===== config.mk =====
export PLATFORM = sky130hd
export DESIGN_NAME = adc_conversion_control
export DESIGN_NICKNAME = d
export VERILOG_FILES = /design/src/adc_conversion_control.v
export VERILOG_INCLUDE_DIRS = /design/src
export SDC_FILE = /design/constraint.sdc
export NUM_CORES = 1
export LEC_CHECK = 0
export BUFFER_PORTS_ARGS = -buffer_cell sky130_fd_sc_hd__buf_2
export CORE_MARGIN = 4
export CORE_UTILIZATION = 37
export CTS_CLUSTER_DIAMETER = 100
export DETAILED_ROUTE_END_ITERATION = 6
export PLACE_DENSITY = 0.71
export SKIP_CTS_REPAIR_TIMING = 1
export SLEW_MARGIN = 25
export SYNTH_ARGS = -nofsm -noshare
export SYNTH_HDL_FRONTEND = slang
export SYNTH_SLANG_ARGS = --single-unit

===== constraint.sdc =====
create_clock -name ref_clk -period 2 [get_ports ref_clk]
set_input_delay 0.2 -clock ref_clk [delete_from_list [all_inputs] [get_ports ref_clk]]
set_output_delay 0.2 -clock ref_clk [all_outputs]
set_load 0.005 [all_outputs]

===== src/adc_ctrl_map.vh =====
// Purpose: register map, fields, reset values and timing for the converter
// Assumes: APB byte addresses, one 8-bit register per 32-bit word
// Notes:   included by adc_conversion_control.v
`ifndef ADC_CTRL_MAP_VH
`define ADC_CTRL_MAP_VH
`define OFS_CTRL_FIRST   12'h000
`define OFS_CTRL_SECOND  12'h004
`define OFS_PIN_SELECT   12'h008
`define OFS_RESULT_LOW   12'h00c
`define OFS_RESULT_HIGH  12'h010
`define OFS_IRQ_STATUS   12'h014
`define OFS_IRQ_MASK     12'h018
`define BIT_START        7
`define BIT_BUSY         6
`define BIT_POWER_OFF    5
`define BIT_ALIGN        4
`define BIT_INT_REF      7
`define BIT_BANDGAP_EN   6
`define BIT_REF_SEL      4
`define RST_CTRL_FIRST   8'h60
`define RST_CTRL_SECOND  8'h00
`define RST_PIN_SELECT   8'hff
`define SAMPLE_CYCLES    5'h04
`define TOTAL_CYCLES     5'h10
`endif


===== src/adc_conversion_control.v =====
// Purpose: control wrapper for a 12-bit successive-approximation converter
// Assumes: APB slave, zero-wait answers, one clock ref_clk, sync reset
// Notes:   analog core returns one result bit per converter clock, MSB first
//
// overview of the data path:
// - apb slave with one wait-free access phase; answer is registered
// - control registers hold start, power, alignment, channel and clock code
// - divider makes a one-cycle tick per converter clock while converting
// - sequencer counts 16 ticks: 4 sampling ticks, then 12 result ticks
// - result bits arrive msb first and shift into a 12-bit register
// - both result bytes and the status flag load on the finishing tick
// - every analog side output is a flip-flop; converter_clk tracks the divider, converter_reset and sampling the sequencer, irq status, the rest copy fields
//
// limitations a user must know:
// - the undefined clock code behaves as the slowest divide
// - a start edge while powered off is dropped, not queued
// - writing start high mid-conversion aborts it and forces busy high
// - reading status clears it; a finish in the same cycle still sets it
`timescale 1ns/10ps
`include "adc_ctrl_map.vh"
module adc_conversion_control (
   input  wire        ref_clk,
   input  wire        reset,
   input  wire        psel,
   input  wire        penable,
   input  wire        pwrite,
   input  wire [11:0] paddr,
   input  wire [31:0] pwdata,
   output reg  [31:0] prdata,
   output reg         pready,
   output reg         pslverr,
   input  wire        comparator_out,
   output reg         converter_clk,
   output reg         converter_reset,
   output reg         converter_power_on,
   output reg         sampling,
   output reg  [2:0]  channel_number_field,
   output reg         internal_ref_connect,
   output reg         bandgap_enable,
   output reg         external_ref_select,
   output reg  [7:0]  analog_channels,
   output reg  [7:0]  pull_high_disable,
   output reg  [7:0]  direction_override,
   output reg         irq
);
   reg  [7:0]  ctrl1_q;     // first control: start,-,power off,align,-,chan
   reg  [7:0]  ctrl2_q;     // second control: int ref,bandgap,-,ref,-,clk sel
   reg  [7:0]  pin_sel_q;
   reg  [7:0]  res_lo_q;
   reg  [7:0]  res_hi_q;
   reg         busy_q;
   reg         start_prev_q;
   reg         run_q;
   reg  [4:0]  cyc_q;
   reg  [11:0] sar_q;
   reg  [6:0]  div_q;
   reg         tick_q;
   reg         stat_q;
   reg         mask_q;
   wire        wr_acc;
   wire        rd_acc;
   wire        start_bit;
   wire        start_fall;
   wire        done;
   wire [11:0] sar_d;

   // note on the register map:
   // - registers sit in the low byte of a 32-bit word; status and mask are 1 bit wide
   // - upper read bits are always zero
   // - unmapped addresses answer with an error and change nothing
   // - read-only bits (busy) ignore writes; spare bits read zero

   // divide ratio minus one for a clock select code
   function [6:0] div_limit;
      input [2:0] code;
      begin
         case (code)
            3'h0:    div_limit = 7'h00;
            3'h1:    div_limit = 7'h01;
            3'h2:    div_limit = 7'h03;
            3'h3:    div_limit = 7'h07;
            3'h4:    div_limit = 7'h0f;
            3'h5:    div_limit = 7'h1f;
            default: div_limit = 7'h3f; // undefined code treated as /64
         endcase
      end
   endfunction

   // access strobes, start edge detect, finishing tick and shift value
   // start_prev_q resets low, the idle level of the start bit, so no
   // false falling edge follows reset
   assign wr_acc     = psel & penable & pwrite;
   assign rd_acc     = psel & penable & ~pwrite;
   assign start_bit  = ctrl1_q[`BIT_START];
   assign start_fall = start_prev_q & ~start_bit;
   assign done       = run_q & tick_q & (cyc_q == `TOTAL_CYCLES - 5'h01);
   assign sar_d      = {sar_q[10:0], comparator_out};

   // register writes
   // writes land at the access edge only; the setup edge just decodes
   // spare bits are stored as zero so reads show them cleared
   always @(posedge ref_clk) begin
      if (reset) begin
         ctrl1_q   <= `RST_CTRL_FIRST;
         ctrl2_q   <= `RST_CTRL_SECOND;
         pin_sel_q <= `RST_PIN_SELECT;
         mask_q    <= 1'b0;
      end else if (wr_acc) begin
         if (paddr == `OFS_CTRL_FIRST)
            ctrl1_q <= {pwdata[7], 1'b0, pwdata[5:4], 1'b0, pwdata[2:0]};
         else if (paddr == `OFS_CTRL_SECOND)
            ctrl2_q <= {pwdata[7:6], 1'b0, pwdata[4], 1'b0, pwdata[2:0]};
         else if (paddr == `OFS_PIN_SELECT)
            pin_sel_q <= pwdata[7:0];
         else if (paddr == `OFS_IRQ_MASK)
            mask_q <= pwdata[0];
      end
   end

   // converter clock divider, one-cycle tick per converter clock
   // held cleared outside a conversion so every run starts phase aligned
   // also cleared on the finishing tick: with the undivided code the
   // divider would otherwise emit a 17th tick on the same edge
   always @(posedge ref_clk) begin
      if (reset || start_bit || !run_q || done) begin
         div_q  <= 7'h00;
         tick_q <= 1'b0;
      end else if (div_q >= div_limit(ctrl2_q[2:0])) begin
         div_q  <= 7'h00;
         tick_q <= 1'b1;
      end else begin
         div_q  <= div_q + 7'h01;
         tick_q <= 1'b0;
      end
   end

   // conversion sequencer
   // start high wins over everything: converter held, busy forced high
   // the falling start edge launches a run only when powered
   // ticks 0..3 sample, ticks 4..15 shift one result bit each
   // the last tick clears busy and loads both result bytes together
   always @(posedge ref_clk) begin
      if (reset) begin
         busy_q       <= 1'b1;
         start_prev_q <= 1'b0;
         run_q        <= 1'b0;
         cyc_q        <= 5'h00;
         sar_q        <= 12'h000;
         res_lo_q     <= 8'h00;
         res_hi_q     <= 8'h00;
      end else begin
         start_prev_q <= start_bit;
         if (start_bit) begin
            busy_q <= 1'b1;
            run_q  <= 1'b0;
            cyc_q  <= 5'h00;
         end else if (start_fall && !ctrl1_q[`BIT_POWER_OFF]) begin
            run_q <= 1'b1;
            cyc_q <= 5'h00;
            sar_q <= 12'h000;
         end else if (run_q && tick_q) begin
            cyc_q <= cyc_q + 5'h01;
            if (cyc_q >= `SAMPLE_CYCLES)
               sar_q <= sar_d;
            if (done) begin
               run_q  <= 1'b0;
               busy_q <= 1'b0;
               if (ctrl1_q[`BIT_ALIGN]) begin
                  res_hi_q <= {4'h0, sar_d[11:8]};
                  res_lo_q <= sar_d[7:0];
               end else begin
                  res_hi_q <= sar_d[11:4];
                  res_lo_q <= {sar_d[3:0], 4'h0};
               end
            end
         end
      end
   end

   // sticky end-of-conversion status, cleared by reading it; set wins
   always @(posedge ref_clk) begin
      if (reset)
         stat_q <= 1'b0;
      else if (done)
         stat_q <= 1'b1;
      else if (rd_acc && paddr == `OFS_IRQ_STATUS)
         stat_q <= 1'b0;
   end

   // apb read data and answer
   // the setup edge decodes and registers the answer, so pready, prdata
   // and pslverr stand exactly in the access cycle; zero wait states
   // a back-to-back setup after an access is answered the same way
   always @(posedge ref_clk) begin
      if (reset) begin
         prdata  <= 32'h00000000;
         pready  <= 1'b0;
         pslverr <= 1'b0;
      end else begin
         pready  <= psel & ~penable;
         pslverr <= 1'b0;
         prdata  <= 32'h00000000;
         if (psel && !penable) begin
            if (paddr == `OFS_CTRL_FIRST)
               prdata[7:0] <= {ctrl1_q[7], busy_q, ctrl1_q[5:0]};
            else if (paddr == `OFS_CTRL_SECOND)
               prdata[7:0] <= ctrl2_q;
            else if (paddr == `OFS_PIN_SELECT)
               prdata[7:0] <= pin_sel_q;
            else if (paddr == `OFS_RESULT_LOW)
               prdata[7:0] <= res_lo_q;
            else if (paddr == `OFS_RESULT_HIGH)
               prdata[7:0] <= res_hi_q;
            else if (paddr == `OFS_IRQ_STATUS)
               prdata[0] <= stat_q;
            else if (paddr == `OFS_IRQ_MASK)
               prdata[0] <= mask_q;
            else
               pslverr <= 1'b1;
         end
      end
   end

   // analog side outputs, all registered
   // each output trails its register by one edge; the checker allows two
   // pin select drives routing, pull-high removal and direction override
   // alike, so one register bit owns all three functions of a pin
   // the interrupt level follows status and mask, with done folded in so
   // the request is not a cycle later than the status flag
   always @(posedge ref_clk) begin
      if (reset) begin
         converter_clk        <= 1'b0;
         converter_reset      <= 1'b1;
         converter_power_on   <= 1'b0;
         sampling             <= 1'b0;
         channel_number_field <= 3'h0;
         internal_ref_connect <= 1'b0;
         bandgap_enable       <= 1'b0;
         external_ref_select  <= 1'b0;
         analog_channels      <= 8'h00;
         pull_high_disable    <= 8'h00;
         direction_override   <= 8'h00;
         irq                  <= 1'b0;
      end else begin
         converter_clk        <= tick_q;
         converter_reset      <= start_bit | ~run_q;
         converter_power_on   <= ~ctrl1_q[`BIT_POWER_OFF];
         sampling             <= run_q & (cyc_q < `SAMPLE_CYCLES);
         channel_number_field <= ctrl1_q[2:0];
         internal_ref_connect <= ctrl2_q[`BIT_INT_REF];
         bandgap_enable       <= ctrl2_q[`BIT_BANDGAP_EN];
         external_ref_select  <= ctrl2_q[`BIT_REF_SEL];
         analog_channels      <= pin_sel_q;
         pull_high_disable    <= pin_sel_q;
         direction_override   <= pin_sel_q;
         irq                  <= (stat_q | done) & mask_q;
      end
   end
endmodule


# After elaboration in Yosys (flattened, before gate mapping)
# Cells that the tools add are included.
[classes] add_sub_neg=2 order_cmp=3 n_eq_ne=12 muxes=22 bitwise_logic=21 n_reduce_logical=29
[ops] cell="$mux W8" n=6
[ops] cell="$eq A12 B5 Y1 const B" n=3
[ops] cell="$pmux W6 S6" n=1
[ops] cell="$mux W11" n=3
[ops] cell="$eq A12 B4 Y1 const B" n=2
[ops] cell="$mux W7" n=2
[ops] cell="$eq A12 B3 Y1 const B" n=1
[ops] cell="$logic_not A12 Y1" n=1
[ops] cell="$mux W1" n=10
[ops] cell="$not A1 Y1" n=10
[ops] cell="$and A1 B1 Y1" n=9
[ops] cell="$reduce_and A3 Y1" n=3
[ops] cell="$reduce_and A4 Y1" n=2
[ops] cell="$reduce_bool A2 Y1" n=4
[ops] cell="$reduce_or A8 Y1" n=1
[ops] cell="$add A7 B1 Y7 const B" n=1
[ops] cell="$ge A7 B7 Y1" n=1
[ops] cell="$eq A3 B2 Y1 const B" n=2
[ops] cell="$eq A3 B3 Y1 const B" n=2
[ops] cell="$reduce_or A2 Y1" n=3
[ops] cell="$add A5 B1 Y5 const B" n=1
[ops] cell="$eq A5 B4 Y1 const B" n=1
[ops] cell="$ge A5 B3 Y1 const B" n=1
[ops] cell="$lt A5 B3 Y1 const B" n=1
[ops] cell="9 further kinds" n=18
[word_totals] regBits=119 inputBits=50

# Longest topological paths before layout
[depth] ltp_word=8 mapped_depth=8 mapped_depth_nobuf=7

# Least setup slack after synthesis
# Ideal clock, no wire load.
[synth_path] path_type="reg-to-reg" start="register cyc_q[0]" end="register res_hi_q[0]" setup_time_ps=86 arrival_ps=1656 setup_slack_ps=258 path_stages_with_launch=9 n_path_buf=1 synth_period_minus_slack_ps=1742 path_cell_list="dfxtp_1 -> ha_1 -> and3_1 -> ha_1 -> nand3_1 -> nor3_2 -> buf_2 -> nor2_1 -> a211oi_1"
[synth_between] elab_chain_len=3
[synth_lines] item="from (decl)" line_no="adc_conversion_control.v:54" source="reg [4:0] cyc_q;"
[synth_lines] item="from (signal assigned)" line_no="adc_conversion_control.v:162" source="cyc_q <= cyc_q + 5'h01;"
[synth_lines] item="$eq A5 B4 Y1" line_no="adc_conversion_control.v:96" source="assign done = run_q & tick_q & (cyc_q == `TOTAL_CYCLES - 5'h01);"
[synth_lines] item="$and A1 B1 Y1" line_no="adc_conversion_control.v:96"
[synth_lines] item="$reduce_and A4 Y1 (no line)"
[synth_lines] item="to (signal assigned)" line_no="adc_conversion_control.v:169" source="res_hi_q <= {4'h0, sar_d[11:8]};"
[synth_lines] item="to (signal assigned)" line_no="adc_conversion_control.v:172" source="res_hi_q <= sar_d[11:4];"
[synth_lines] item="to (decl)" line_no="adc_conversion_control.v:50" source="reg [7:0] res_hi_q;"
# Every way passes these cells.
# A chain may end at the register's enable or synchronous reset.

# Final worst setup path
[layout_path] start="register cyc_q[0]" end="register res_lo_q[6]"
[layout_between] elab_chain_len=3
[layout_lines] item="$eq A5 B4 Y1" line_no="adc_conversion_control.v:96"
[layout_lines] item="$and A1 B1 Y1" line_no="adc_conversion_control.v:96"
[layout_lines] item="$reduce_and A4 Y1 (no line)"
[layout_lines] item="to (signal assigned)" line_no="adc_conversion_control.v:170" source="res_lo_q <= sar_d[7:0];"
[layout_lines] item="to (signal assigned)" line_no="adc_conversion_control.v:173" source="res_lo_q <= {sar_d[3:0], 4'h0};"
[layout_lines] item="to (decl)" line_no="adc_conversion_control.v:49" source="reg [7:0] res_lo_q;"
# Every way passes these cells.

==> results.cfg <==
[timing]
period_share_pct = 91.88
finalSetupViolCount = 0
skew_ns = 0.009314
relSlewSlack_pct = 51.27
worst_pin_slew_ns = 0.7300
fmax_ghz = 0.5442
rsz0062_at_grt = false
period_minus_slack_ns = 1.838
slew_violations = 0
fin_setup_tns_ns = 0
hold_viol = 0

[worst_setup_path]
crit_required_ns = 2.25
endpoint_kind = register
crit_path_max_fanout = 24
crit_arrival_ns = 2.09
reg2reg_depth = 8
critPathLaunchType = register
worstSetupPathType = reg -> reg

[floorplanning]
fp.coreArea_sq_um = 11370
dieArea_sq_um = 13350
rows = 39
start_util_pct = 37.65
die_w_um = 115.6
io_pins = 119
die_y_um = 115.6

[worst_hold_path]
worstHoldPathCells = 2
hold_class = in -> reg

[grt]
grt_start_max_net_pins = 47
grt_usage_pct = 14.01
grt_pass1_vias = 3080
antenna_found_initial = 0
overflow = 0
grt_pass1_wl_um = 14700

[power_and_ir_drop]
pwr-share-clk_pct = 48.4
switching_share_pct = 20.58
p_int_mw = 3.213
report.power.total_mw = 4.046
p_per_area_nw_per_um2 = 815.7
peakVddDrop_mv = 0.5514
p_leak_nw = 1.989
power_frac_seq_pct = 46.6
p_switching_uw = 832.6
share_comb_of_total_power_pct = 5.0

[yosys]
synth_cell_types = 52
synth-main-ff-cell = dfxtp_1
ys_ff_latch = 94
synth_adder_area_share_pct = 2.923
yosys_warnings = 0
synthCells = 470
synth_compound_area_share_pct = 10.99
synth.area.mux_share_pct = 7.045
synth_top_family_by_area = simple AND/OR/NAND/NOR gates
synth_area_sq_um = 4280
synth_area_per_cell_sq_um = 9.107
synth_simple_gate_area_share_pct = 22.60
synth-edff-count = 0
synth_xor_xnor_area_share_pct = 1.637
async_reset_ff_share_pct = 0
ys_seq_area_share_pct = 43.96

[placement]
dpl.cell_count = 653
dp_hpwl_um = 7040
place_congestion = 0.8034
post_dp_cell_area_sq_um = 4592
place.port_buffers = 70

[drt]
wl_per_cell_um = 14.00
drc_errors = 0
num_vias = 3305
ant_nets = 0
via_per_inst = 4.940
drt-total-wl_um = 9369
drt_pass1_iterations = 4
drt_iter0_markers = 167

[clock_network]
cts_made_buffers = 9
htree_levels = 3
cts_tree = done
clk_pin_slew_worst_paths_ns = 0.07
clk_latency_ns = 0.35
numClockSinks = 94
cts_buffer_depth = 2
root_buffer = clkbuf_16

[status]
status = complete, no violations

[cells_and_area]
fillCellCount = 1076
drive_gt1_share_pct = 21.48
design_area_sq_um = 4960
syn_to_final_growth_pct = 15.87
multi_input_area_sq_um = 2049
diodes = 0
regArea_sq_um = 1882
fin_nets = 581
post-route-util_pct = 43.62
final_cells = 669

[job]
maxCapViolCount = 0
-- through the flow --
| stage | hold slack, ns | setup WS (ns) |
|---|---|---|
| final | 0.07705 | 0.1624 |
| after global routing | 0.09062 | 0.01322 |
| after CTS | 0.07146 | 0.1028 |
| after detailed placement | 0.4370 | 0.1260 |
| after global placement | 0.4380 | 0.1392 |
| after floorplan | 0.2988 | 0.2581 |
-- cells by family (layout without fill, tap and decap cells) --
kind of cell / Yosys count / after routing
AO/OA/AOI/OAI: 78 / 78
XOR/XNOR: 8 / 8
adder cells (fa/ha/maj): 10 / 10
multiplexers: 30 / 30
buffers and inverters: 77 / 110
AND/OR/NAND/NOR: 172 / 172
other: 1 / 24
flip-flops: 94 / 94
-- registers in the layout, summed over array words and instances, names as in the netlist, 6 cells and up --
signal	flops
sar_q	11
direction_override	8
pin_sel_q	8
prdata	8
res_hi_q	8
res_lo_q	8
div_q	7
ctrl1_q	6
ctrl2_q	6
-- area by class of cell --
cell class	count	share of cell area, %
multi-input cells	322	41.32
flip-flops and latches	94	37.94
well taps	143	3.607
repair buffers	83	9.284
clock buffers	10	4.818
inverters	11	0.8325
clock inverters	6	2.195
-- layer usage --
layer  GRT usage [%]  part of all wire [%]
met1           16.03                    41
met2           24.96                    51
met3           3.029                   6.3
met4           6.260                   2.3
met5               0                     0
-- cell usage in the layout, fill, tap and decap left out, types with 2 or more instances in the layout --
master	instances
dfxtp_1	94
buf_2	70
nor2_1	38
mux2i_1	29
o21ai_0	28
nor2b_1	26
conb_1	24
nand2_1	20
a21oi_1	19
nand3_1	19
nor3_1	14
nand2b_1	13
buf_4	12
inv_1	11
nand3b_1	11
a211oi_1	10
ha_1	10
clkbuf_16	9
and3_1	5
nand4_1	5
o22ai_1	5
xor2_1	4
xnor2_1	4
or3_1	3
a21o_1	3
bufinv_16	3
nor3_4	2
nor3_2	2
or3_4	2
nor3b_1	2
and3b_1	2
a2bb2oi_1	2
clkinv_2	2
-- path summary, 6_finish.rpt --
path / start / end / slack, ns
setup / recovery: cyc_q[0] / res_lo_q[6] / 0.16
hold / removal: reset / channel_number_field[0] / 0.08
setup reg to reg: cyc_q[0] / res_lo_q[6] / 0.16
hold reg to reg: res_hi_q[4] / res_hi_q[4] / 0.46
-- synthesized netlist by cell type, types with 5 or more instances --
cell / instances / area share (%)
nand2b_1: 13 / 1.9
nor2_1: 38 / 3.3
mux2i_1: 29 / 6.8
nor3_1: 15 / 1.8
a211oi_1: 10 / 1.8
and3_1: 5 / 0.73
nand3_1: 20 / 2.3
nand3b_1: 11 / 1.9
dfxtp_1: 94 / 44
a21oi_1: 19 / 2.2
o22ai_1: 5 / 0.73
buf_2: 7 / 0.82
inv_1: 11 / 0.96
clkbuf_1: 16 / 1.4
ha_1: 10 / 2.9
nand4_1: 5 / 0.73
nand2_1: 20 / 1.8
o21ai_0: 28 / 3.3
buf_4: 41 / 7.2
nor2b_1: 26 / 3.8
-- power by group through the flow --
stage               clock [mW]  sequential, mW  combinational [mW]
floorplan                    0            1.93               0.164
global placement             0            1.93               0.197
detailed placement           0            1.93               0.199
CTS                       1.99            1.89               0.200
global route              2.06            1.89               0.222
finish                    1.96            1.89               0.201
-- worst max-delay path: stages (launching register included) --
cell and delay (ns):
dfxtp_1 0.39, ha_1 0.19, and3_1 0.16, ha_1 0.19, nand3_2 0.14, nor3_4 0.22, buf_12 0.18, nor2_1 0.05
a211oi_1 0.22
Power figures use the tool's default switching activity.
